## src/hw/dpa_pkg.sv

```systemverilog
// Package: shared constants and types for the switch phase absorb block
package dpa_pkg;
  // ==========================================================
  // Register map (word aligned byte addresses)
  localparam logic [7:0] A_CTRL    = 8'h00;
  localparam logic [7:0] A_BIAS    = 8'h04;
  localparam logic [7:0] A_TRIM_LO = 8'h08;
  localparam logic [7:0] A_TRIM_HI = 8'h0c;
  localparam logic [7:0] A_HOLDIN  = 8'h10;
  localparam logic [7:0] A_SLEWDIV = 8'h14;
  localparam logic [7:0] A_STATUS  = 8'h18;
  localparam logic [7:0] A_ABSOFF  = 8'h1c;
  localparam logic [7:0] A_IRQ_STS = 8'h20;
  localparam logic [7:0] A_IRQ_MSK = 8'h24;
  // ==========================================================
  // Field positions
  localparam int CTRL_EN   = 0;
  localparam int CTRL_HOLD = 1;
  localparam int IRQ_ABS   = 0;
  localparam int IRQ_DONE  = 1;
  localparam int IRQ_REJ   = 2;
  localparam int IRQ_W     = 3;
  // ==========================================================
  // Reset values and the hold-in limit
  localparam logic        RST_EN      = 1'b1;
  localparam logic [9:0]  RST_HOLDIN  = 10'h073;
  localparam logic [9:0]  HOLDIN_MAX  = 10'h3e8;
  localparam logic [15:0] RST_SLEWDIV = 16'h0064;
  // ==========================================================
  // Phase scaling, all offsets held in units of the trim step
  localparam int TRIM_STEP_PS  = 6;
  localparam int BIAS_STEP_PS  = 101;
  localparam int BIAS_LSB      = (BIAS_STEP_PS + TRIM_STEP_PS / 2) / TRIM_STEP_PS;
  localparam int BIAS_MAX_PS   = 1400;
  localparam int BIAS_MAX      = BIAS_MAX_PS / BIAS_STEP_PS;
  localparam int TRANSIENT_PS  = 5000;
  localparam int TRANSIENT_LSB = TRANSIENT_PS / TRIM_STEP_PS;
  // ==========================================================
  // Timing
  localparam int CLK_NS      = 10;
  localparam int MEAS_TMO_NS = 2000;
  localparam int MEAS_TMO    = MEAS_TMO_NS / CLK_NS;
  // ==========================================================
  // Types
  typedef enum logic [1:0] {
    ST_TRACK,
    ST_MEASURE
  } dpa_state_t;

  typedef struct packed {
    logic        [7:0]  addr;
    logic        [15:0] wdata;
    logic               wr;
    logic               rd;
  } dpa_bus_req_t;

  typedef struct packed {
    logic               lost;
    logic signed [11:0] freq_off;
    logic signed [15:0] ph_meas;
    logic               ph_valid;
    logic               locked;
  } dpa_ref_t;
endpackage : dpa_pkg

```

## src/hw/dpa_phase_absorb.sv

```systemverilog
// Module: reference switch phase absorption, bias and output phase trim
//
// The address-and-strobe port and the register addresses were decided locally.
`timescale 1ns/1ps

// Notes on behaviour
// - Lost reference switches source, raises absorb event
// - Absorption exists on main timing path only
// - Event enters holdover, measures new input phase
// - Measured difference loaded as DPLL offset
// - Output transient stays within 5 ns
// - Enable bit resets to enabled
// - Hold bit ignores events, keeps offset
// - Disable drops offset, slews at bandwidth rate
// - Enabling while locked triggers an event
// - Bias 0.101 ns steps, limited 1.4 ns
// - Absorption off steers to zero plus trim
// - Trim 6 ps steps over 200 ns
// - Trim shifts the feedback clock phase
// - 16-bit trim used only when disabled
// - Reject input held outside hold-in range
// - Hold-in defaults 9.2 ppm, max 80
module dpa_phase_absorb
  import dpa_pkg::*;
#(
  parameter bit MAIN_PATH = 1'b1,
  parameter int REJ_CYC   = 1000
) (
  // Clock and reset
  input  wire logic               sys_clk,
  input  wire logic               rst,
  // Register port
  input  wire dpa_bus_req_t       bus,
  output logic        [15:0]      rdata,
  // Reference monitor side
  input  wire dpa_ref_t           ref_in,
  // DPLL side
  output logic                    switch_req,
  output logic                    holdover,
  output logic signed [15:0]      fb_phase_off,
  // Interrupt
  output logic                    irq
);

  // ==========================================================
  // Elaboration checks
  if (REJ_CYC < 1 || REJ_CYC > 65535) begin : g_bad_rej
    $error("REJ_CYC out of range");
  end
  if (BIAS_MAX * BIAS_LSB >= TRANSIENT_LSB) begin : g_bad_bias
    $error("Bias range exceeds transient budget");
  end

  // ==========================================================
  // State
  typedef struct packed {
    dpa_state_t         st;
    logic               en;
    logic               hold;
    logic signed [4:0]  bias;
    logic        [15:0] trim;
    logic        [9:0]  holdin;
    logic        [15:0] sdiv;
    logic        [15:0] scnt;
    logic signed [15:0] abs_off;
    logic signed [15:0] fb_off;
    logic [IRQ_W-1:0]   ists;
    logic [IRQ_W-1:0]   imsk;
    logic        [15:0] rdata;
    logic               sw;
    logic               hov;
    logic               irq;
    logic        [15:0] rej_cnt;
    logic        [7:0]  tmo;
    logic               lost_d;
  } dpa_regs_t;

  dpa_regs_t q;
  dpa_regs_t d;

  // ==========================================================
  // Helpers
  function automatic logic signed [15:0] sat16(input logic signed [16:0] v);
    if (v > 17'sd32767) begin
      sat16 = 16'sh7fff;
    end else if (v < -17'sd32768) begin
      sat16 = 16'sh8000;
    end else begin
      sat16 = v[15:0];
    end
  endfunction : sat16

  function automatic logic signed [4:0] clamp_bias(input logic signed [4:0] v);
    if (v > 5'(BIAS_MAX)) begin
      clamp_bias = 5'(BIAS_MAX);
    end else if (v < -5'(BIAS_MAX)) begin
      clamp_bias = -5'(BIAS_MAX);
    end else begin
      clamp_bias = v;
    end
  endfunction : clamp_bias

  function automatic logic [11:0] mag12(input logic signed [11:0] v);
    mag12 = v[11] ? 12'(-v) : 12'(v);
  endfunction : mag12

  // ==========================================================
  // Combinational helpers
  logic               en_eff;
  logic               rej_fire;
  logic               ev_switch;
  logic               ev_enable;
  logic               ev_absorb;
  logic               w_ctrl;
  logic               slew_tick;
  logic signed [15:0] bias_ofs;
  logic signed [15:0] load_val;
  logic signed [15:0] target;
  logic [IRQ_W-1:0]   iset;

  // Secondary path instances never absorb
  assign en_eff = q.en & MAIN_PATH;
  assign w_ctrl = bus.wr && bus.addr == A_CTRL;
  // Counted on a clamped bias so an out of range write cannot exceed 1.4 ns
  assign bias_ofs = 16'(q.bias) * 16'(BIAS_LSB);
  assign load_val = sat16(17'(ref_in.ph_meas) + 17'(bias_ofs));
  // Disabled: zero phase error plus the trim, applied on the feedback side
  assign target = en_eff ? q.abs_off : $signed(q.trim);
  assign rej_fire = q.rej_cnt == 16'(REJ_CYC - 1) && mag12(ref_in.freq_off) > 12'(q.holdin);
  assign ev_switch = (ref_in.lost && !q.lost_d) || rej_fire;
  assign ev_enable = w_ctrl && bus.wdata[CTRL_EN] && !q.en && ref_in.locked;
  assign ev_absorb = (ev_switch || ev_enable) && MAIN_PATH && !q.hold;
  assign slew_tick = q.scnt == 16'h0000;

  always_comb begin
    iset = '0;
    iset[IRQ_ABS] = ev_absorb && (en_eff || ev_enable);
    iset[IRQ_DONE] = q.st == ST_MEASURE && ref_in.ph_valid;
    iset[IRQ_REJ] = rej_fire;
  end

  // ==========================================================
  // Next state
  always_comb begin
    d = q;
    d.sw = ev_switch;
    d.lost_d = ref_in.lost;
    // Hold-in dwell counter
    if (mag12(ref_in.freq_off) > 12'(q.holdin) && !rej_fire) begin
      d.rej_cnt = q.rej_cnt + 16'h0001;
    end else begin
      d.rej_cnt = 16'h0000;
    end
    // Bandwidth divider paces the slew
    if (slew_tick) begin
      d.scnt = q.sdiv;
    end else begin
      d.scnt = q.scnt - 16'h0001;
    end
    // Register writes
    if (bus.wr) begin
      if (bus.addr == A_CTRL) begin
        d.en = bus.wdata[CTRL_EN];
        d.hold = bus.wdata[CTRL_HOLD];
      end else if (bus.addr == A_BIAS) begin
        d.bias = clamp_bias(bus.wdata[4:0]);
      end else if (bus.addr == A_TRIM_LO) begin
        d.trim[7:0] = bus.wdata[7:0];
      end else if (bus.addr == A_TRIM_HI) begin
        d.trim[15:8] = bus.wdata[7:0];
      end else if (bus.addr == A_HOLDIN) begin
        // 0.08 ppm steps, limited to 80 ppm
        d.holdin = bus.wdata[9:0] > HOLDIN_MAX ? HOLDIN_MAX : bus.wdata[9:0];
      end else if (bus.addr == A_SLEWDIV) begin
        d.sdiv = bus.wdata;
      end else if (bus.addr == A_IRQ_MSK) begin
        d.imsk = bus.wdata[IRQ_W-1:0];
      end
    end
    // Sticky status: write one clears, a new event wins
    if (bus.wr && bus.addr == A_IRQ_STS) begin
      d.ists = (q.ists & ~bus.wdata[IRQ_W-1:0]) | iset;
    end else begin
      d.ists = q.ists | iset;
    end
    d.irq = |(d.ists & d.imsk);
    // Absorption sequence
    case (q.st)
      ST_TRACK: begin
        if (ev_absorb && (en_eff || ev_enable)) begin
          d.st = ST_MEASURE;
          d.tmo = 8'h00;
        end
      end
      ST_MEASURE: begin
        d.tmo = q.tmo + 8'h01;
        if (ref_in.ph_valid) begin
          d.abs_off = load_val;
          d.st = ST_TRACK;
        end else if (q.tmo == 8'(MEAS_TMO - 1) || !d.en) begin
          // No measurement: on timeout keep the old offset rather than guess; disabling drops it below
          d.st = ST_TRACK;
        end
      end
      default: begin
        d.st = ST_TRACK;
      end
    endcase
    d.hov = d.st == ST_MEASURE;
    // Disabling drops the absorbed offset
    if (!d.en) begin
      d.abs_off = 16'sh0000;
    end
    // Feedback phase: frozen in holdover, step on load, slew otherwise
    if (q.st == ST_MEASURE) begin
      d.fb_off = q.fb_off;
    end else if (en_eff) begin
      d.fb_off = q.abs_off;
    end else if (slew_tick && q.fb_off < target) begin
      d.fb_off = q.fb_off + 16'sh0001;
    end else if (slew_tick && q.fb_off > target) begin
      d.fb_off = q.fb_off - 16'sh0001;
    end
    // Read data, valid only in the cycle after the strobe
    d.rdata = 16'h0000;
    if (bus.rd) begin
      if (bus.addr == A_CTRL) begin
        d.rdata = {14'h0000, q.hold, q.en};
      end else if (bus.addr == A_BIAS) begin
        d.rdata = 16'(q.bias);
      end else if (bus.addr == A_TRIM_LO) begin
        d.rdata = {8'h00, q.trim[7:0]};
      end else if (bus.addr == A_TRIM_HI) begin
        d.rdata = {8'h00, q.trim[15:8]};
      end else if (bus.addr == A_HOLDIN) begin
        d.rdata = {6'h00, q.holdin};
      end else if (bus.addr == A_SLEWDIV) begin
        d.rdata = q.sdiv;
      end else if (bus.addr == A_STATUS) begin
        d.rdata = {13'h0000, ref_in.locked, q.hov, en_eff};
      end else if (bus.addr == A_ABSOFF) begin
        d.rdata = q.abs_off;
      end else if (bus.addr == A_IRQ_STS) begin
        d.rdata = 16'(q.ists);
      end else if (bus.addr == A_IRQ_MSK) begin
        d.rdata = 16'(q.imsk);
      end
    end
  end

  // ==========================================================
  // Registers
  always_ff @(posedge sys_clk or posedge rst) begin
    if (rst) begin
      q <= '0;
      q.en <= RST_EN;
      q.holdin <= RST_HOLDIN;
      q.sdiv <= RST_SLEWDIV;
      q.scnt <= RST_SLEWDIV;
    end else begin
      q <= d;
    end
  end

  assign rdata = q.rdata;
  assign switch_req = q.sw;
  assign holdover = q.hov;
  assign fb_phase_off = q.fb_off;
  assign irq = q.irq;

  // ==========================================================
  // Checks
  // Measurement window as a local int so delay bounds stay plain
  localparam int MEAS_CYC = MEAS_TMO;
endmodule : dpa_phase_absorb

```

## config.mk

```make
export PLATFORM = sky130hd
export DESIGN_NAME = dpa_phase_absorb
export DESIGN_NICKNAME = d
export VERILOG_FILES = /design/src/hw/dpa_pkg.sv /design/src/hw/dpa_phase_absorb.sv
export SDC_FILE = /design/constraint.sdc
export NUM_CORES = 1
export LEC_CHECK = 0
export BUFFER_PORTS_ARGS = -buffer_cell sky130_fd_sc_hd__buf_2
export CORE_MARGIN = 8
export CORE_UTILIZATION = 60
export CTS_BUF_LIST = sky130_fd_sc_hd__clkbuf_8
export DETAILED_ROUTE_END_ITERATION = 6
export PLACE_DENSITY_LB_ADDON = 0.08
export SKIP_LAST_GASP = 1
export SLEW_MARGIN = 10
export SYNTH_ARGS = -nofsm -noshare
export SYNTH_HDL_FRONTEND = slang
export SYNTH_SLANG_ARGS = --single-unit
```

## constraint.sdc

```tcl
create_clock -name sys_clk -period 7.5 [get_ports sys_clk]
set_input_delay 0.375 -clock sys_clk [delete_from_list [all_inputs] [get_ports sys_clk]]
set_output_delay 0.375 -clock sys_clk [all_outputs]
set_load 0.005 [all_outputs]
```

=== Word-level counts from Yosys, hierarchy flattened ===
Index checks and enable logic that the tools add are counted.

* Register bits after elaboration: 149
* Bits of input ports: 59
* Output and inout port bits: 35
* Word-level logic and storage cells: 154

* Add/sub/neg operators: 7
* $mul: 1
* Magnitude comparators: 8
* Eq/ne operators: 16
* Mux-type cells: 54
* Bitwise logic cells: 11
* Reduce and logical (&&, ||, !) cells: 37

{| class="wikitable"
|+ Operators with widths
! operator !! number
|-
| $mux 16 || 22
|-
| $mux 26 || 2
|-
| $mux 49 || 1
|-
| $mux 47 || 1
|-
| $mux 42 || 1
|-
| $mux 3 || 11
|-
| $eq 8x5->1 const B || 4
|-
| $mux 8 || 4
|-
| $mux 10 || 2
|-
| $add 16x11->17 || 1
|-
| $gt 17x16->1 const B || 1
|-
| $lt 17x16->1 const B || 1
|-
| $add 16x1->16 const B || 1
|-
| $add 16x2->16 const B || 1
|-
| $eq 16x10->1 const B || 1
|-
| $eq 8x4->1 const B || 2
|-
| $eq 8x6->1 const B || 2
|-
| $gt 16x16->1 || 1
|-
| $logic_not 16->1 || 1
|-
| $lt 16x16->1 || 1
|-
| $pmux 8 s2 || 1
|-
| $sub 16x1->16 const B || 1
|-
| $sub 16x2->16 const B || 1
|-
| $mux 5 || 3
|-
| 33 further kinds || 67
|}

=== Logic depth before layout (Yosys ltp) ===
* Depth after elaboration: 14
* Depth in mapped cells: 19
* Gate-level depth less buffers: 17

=== Least setup slack after synthesis ===
Ideal clock, no wire load.

* Kind: register to register
* Start: register q, in the netlist en_eff
* End: register q, in the netlist fb_phase_off[15]
* Setup time: 87 ps
* Data arrival time: 5153 ps
* Data required time: 7413 ps
* Path slack: 2260 ps
* Stages on the path, launching flop included: 20
* Buffers on the path: 2
* Clock period less this slack: 5240 ps
* Cells stage by stage: dfstp_2 -> clkbuf_1 -> buf_1 -> nand2_1 -> a21boi_0 -> ha_1 -> nand4_1 -> or2_2 -> a211oi_1 -> nor3_1 -> mux2i_1 -> ha_1 -> a211oi_1 -> o21ai_0 -> a2111oi_0 -> nor3_1 -> nor3_1 -> o21bai_1 -> and2_1 -> o211ai_1

* Word-level cells in the longest chain between the ends: 5
* Elaborated cells on any way between the ends: 9
* Those cells by class: order compare (2); mux (3); reduce/logical (4)

{| class="wikitable"
|+ RTL lines
! what !! line !! text
|-
| start, declared || dpa_phase_absorb.sv:78 || <nowiki>dpa_regs_t q;</nowiki>
|-
| $mux 16 || dpa_phase_absorb.sv:128 || <nowiki>assign target = en_eff ? q.abs_off : $signed(q.trim);</nowiki>
|-
| $lt 16x16->1 or $gt 16x16->1 (tied branches) || dpa_phase_absorb.sv:219, dpa_phase_absorb.sv:221 ||
|-
| $logic_and 1x1->1, on equally long branches || dpa_phase_absorb.sv:219, dpa_phase_absorb.sv:221 ||
|-
| $reduce_bool 3->1 (no line) or $mux 16 (tied branches) || -- ||
|-
| $reduce_and 2->1 (no line) or $mux 16 (tied branches) || -- ||
|}

Several ways; a longest one is shown, not always the timed one.
A chain may end at the register's enable or synchronous reset.

=== Worst setup path in the final report ===
Same ends and word-level chain as after synthesis.

==> parameters.txt <==
Parameter                              Value

Global routing
  Pin count of the biggest net entering global routing    77
  Number of global-route vias before repair    7,774
  Met1 layer usage reported by global route    28.8%
  First-pass GRT wire length    39.5 mm
  Antenna violations before repair    1
  Global routing usage summed across all routing layers    22.9%
  Global-route layer with the greatest usage    met2
  Met3 Track Usage GR    5.88%
  Met2 capacity usage during global routing    37.3%
  Overflow left after global routing    0

Power
  Areal power density over the cells    241 mW/mm^2
  Pwr Total    2640 uW
  Worst VDD drop    0.192 mV
  Leakage power total    0.00521 uW

Logic synthesis
  Cell count after synthesis    1,051
  Warnings, synthesis    0
  Net count of the mapped netlist    1,218
  Commonest cells post-synth    137 x dfrtp_1, 102 x ha_1, 94 x nand2_1, 89 x nor2_1, 51 x o21ai_0
  Post-Synthesis Mean Instance Area    9.64 um^2
  Post-synth EDFFs    0
  Cell type with the largest total area after synthesis    dfrtp_1
  Fraction of synthesis flops using an asynchronous set or reset pin    100%
  Synthesized cell area    0.0101 mm^2
  Post-synth cell types    77
  Fraction of synthesized cell area taken by the top area cell type    33.8%
  Ranking of synthesized cells by area    dfrtp_1 34%, ha_1 13%, mux2_2 4.2%
  Predominant post-synthesis flop cell    dfrtp_1
  Most frequent cell after synthesis    dfrtp_1
  Sequential element share of the synthesized area    37.0%
  Flops & latches, synth    149

STA
  Hold violation count in the final report    0
  Final setup vio count    0
  Upper clock frequency limit    176 MHz
  Final Slew Violations    0
  Final period demand of the worst path    5.68 ns
  Worst Max-Slew Pin Slew    1.02 ns
  Headroom to the max-slew limit    31.7%
  Part of the cycle the worst path needs    75.8%
  Skew final    0.0150 ns
  TNS Setup    0 ns
  Unrepaired setup endpoints after global routing    no

Worst setup path
  Worst flop-to-flop path startpoint    en_eff
  Critical-path cell with the highest stage delay    dfstp_2
  Count of buffer and inverter cells on the critical path    2
  Critical Path Most Common Cell    nor3_1
  CP Data Required Time    7.87 ns
  Data arrival time at the worst-slack endpoint    6.05 ns
  Reg2reg path depth    18
  List of cells traversed by the critical path    inv_1 > a21boi_0 > ha_1 > a211oi_1 > o22a_1 > o31ai_1 > nor3_1 > mux2i_1 > buf_4 > ha_1 > a211oi_1 > o21ai_0 > a2111oi_0 > nor3_1 > nor3_1 > o21bai_1 > and2_1 > o211ai_1
  Critical path depth    18
  Critical path type    flop to flop
  Critical Path Sink    fb_phase_off[15]
  Startpoint types    flop
  Crit-path max FO    40
  Critical Path Max Stage Delay    1.00 ns
  Critical R2R Capture    fb_phase_off[15]
  CP top delay family    compound AO/OA/AOI/OAI gates
  Setup slack of the most critical reg-to-reg path    1.82 ns
  Timing startpoint of the critical path    en_eff
  Capturing element type of the critical path    flop

Clock tree
  Clk pin slew, worst setup/hold paths    0.08 ns
  Maximum clock path buffer count    2
  Clock sink count    149
  Depth of the CTS H-tree    4
  CTS tree    done
  Post-CTS Setup Repair Bufs    0
  CTS buffer count    17
  Root buffer cell    clkbuf_8
  Clock network latency to the later pin of the worst-skew pair    0.46 ns
  Hold buffer count at cts    0
  Resized cells post-CTS    0

Route
  Post-detailed-route DRC marker count    0
  Drt pass-1 iters    7
  Count of nets left with antenna violations after detail routing    0
  Detailed Route WL    24.0 mm
  Post-DR vias/cell    5.91
  Iteration-0 DRC Markers    547
  Detailed-route via count    7,885
  Per-cell routed wire length    18.0 um

Place
  Count of input and output buffers    93
  GP Congestion    0.881
  Placed instance area    0.0105 mm^2
  Post-detail-place hpwl    18.5 mm

Status
  Result of the run    finished clean

Finish
  Final Util    66.2%
  Area Growth Syn to Fin    7.95%
  Count of nets after finishing    1,268
  Final non-filler cell area    0.0109 mm^2
  Share of final-layout standard cells stronger than drive strength 1    18.7%

Floorplan
  Die Outline Area    0.0213 mm^2
  Die W    146 um
  Die H    146 um
  Initial core utilization    61.3%
  Core Footprint    0.0165 mm^2
  I/O pin cnt    94
  Cell Rows    47

Hold path
  Path category of the worst min-delay check    input port to async pin

Run
  Max-capacitance violation count    0
## worst min-delay path by stage
stage / to / cells after the start
after global placement: q[9] / 1
after CTS: q[20] / 2
after floorplan: q[0] / 0
final: q[20] / 2
after detailed placement: q[9] / 1
after global routing: q[0] / 1
## cells in the final DEF, fill, tap and decap left out, types with 36 or more instances in the layout
cell / netlist / layout
nor2_1: 89 / 89
mux2_2: 38 / 38
o21ai_0: 51 / 51
dfrtp_1: 137 / 137
ha_1: 102 / 102
buf_2: 7 / 93
inv_1: 45 / 47
nand2_1: 94 / 94
a21oi_1: 50 / 50
xnor2_1: 36 / 36
## state kept, by name, indices dropped and copies added (netlist names)
register / count
holdover: 1
q: 113
en_eff: 1
irq: 1
fb_phase_off: 16
switch_req: 1
rdata: 16
## layout make-up
type                    count  area (um^2)
repair buffers             97          495
well taps                 220          275
inverters                  45          174
clock inverters            13          165
diodes                      1         2.50
multi-input cells         791         5820
clock buffers              19          262
flip-flops and latches    149         3740
fillers                  1411         5590
## metrics by stage
| stage | setup WS, ns | std cells | hold WS [ns] |
|---|---|---|---|
| 2_1_floorplan | 2.26 | 1051 | 0.406 |
| 3_3_place_gp | 2.14 | 1302 | 0.451 |
| 3_5_place_dp | 1.95 | 1302 | 0.450 |
| 4_1_cts | 1.89 | 1334 | 0.0277 |
| 5_1_grt | 1.39 | 1335 | 0.0145 |
| 6_report | 1.82 | 1335 | 0.0241 |
## per-layer routing
layer	routed length [um]	vias up
met1	10500	3745
met3	1510	39
met5	0	-
met4	560	0
li1	-	3881
met2	11400	220
## where the power goes
group          switching, uW  total (uW)  internal (uW)
Combinational            471         896            425
Sequential               144        1080            931
Clock                    293         667            374
## logic make-up after synthesis
group                    synth area share [%]
AND/OR/NAND/NOR                          15.2
multiplexers                             6.25
XOR/XNOR                                 5.19
buffers and inverters                    5.61
AO/OA/AOI/OAI                            17.0
other                                  0.0370
flip-flops                               37.0
adder cells (fa/ha/maj)                  13.8
Power figures use the tool's default switching activity.
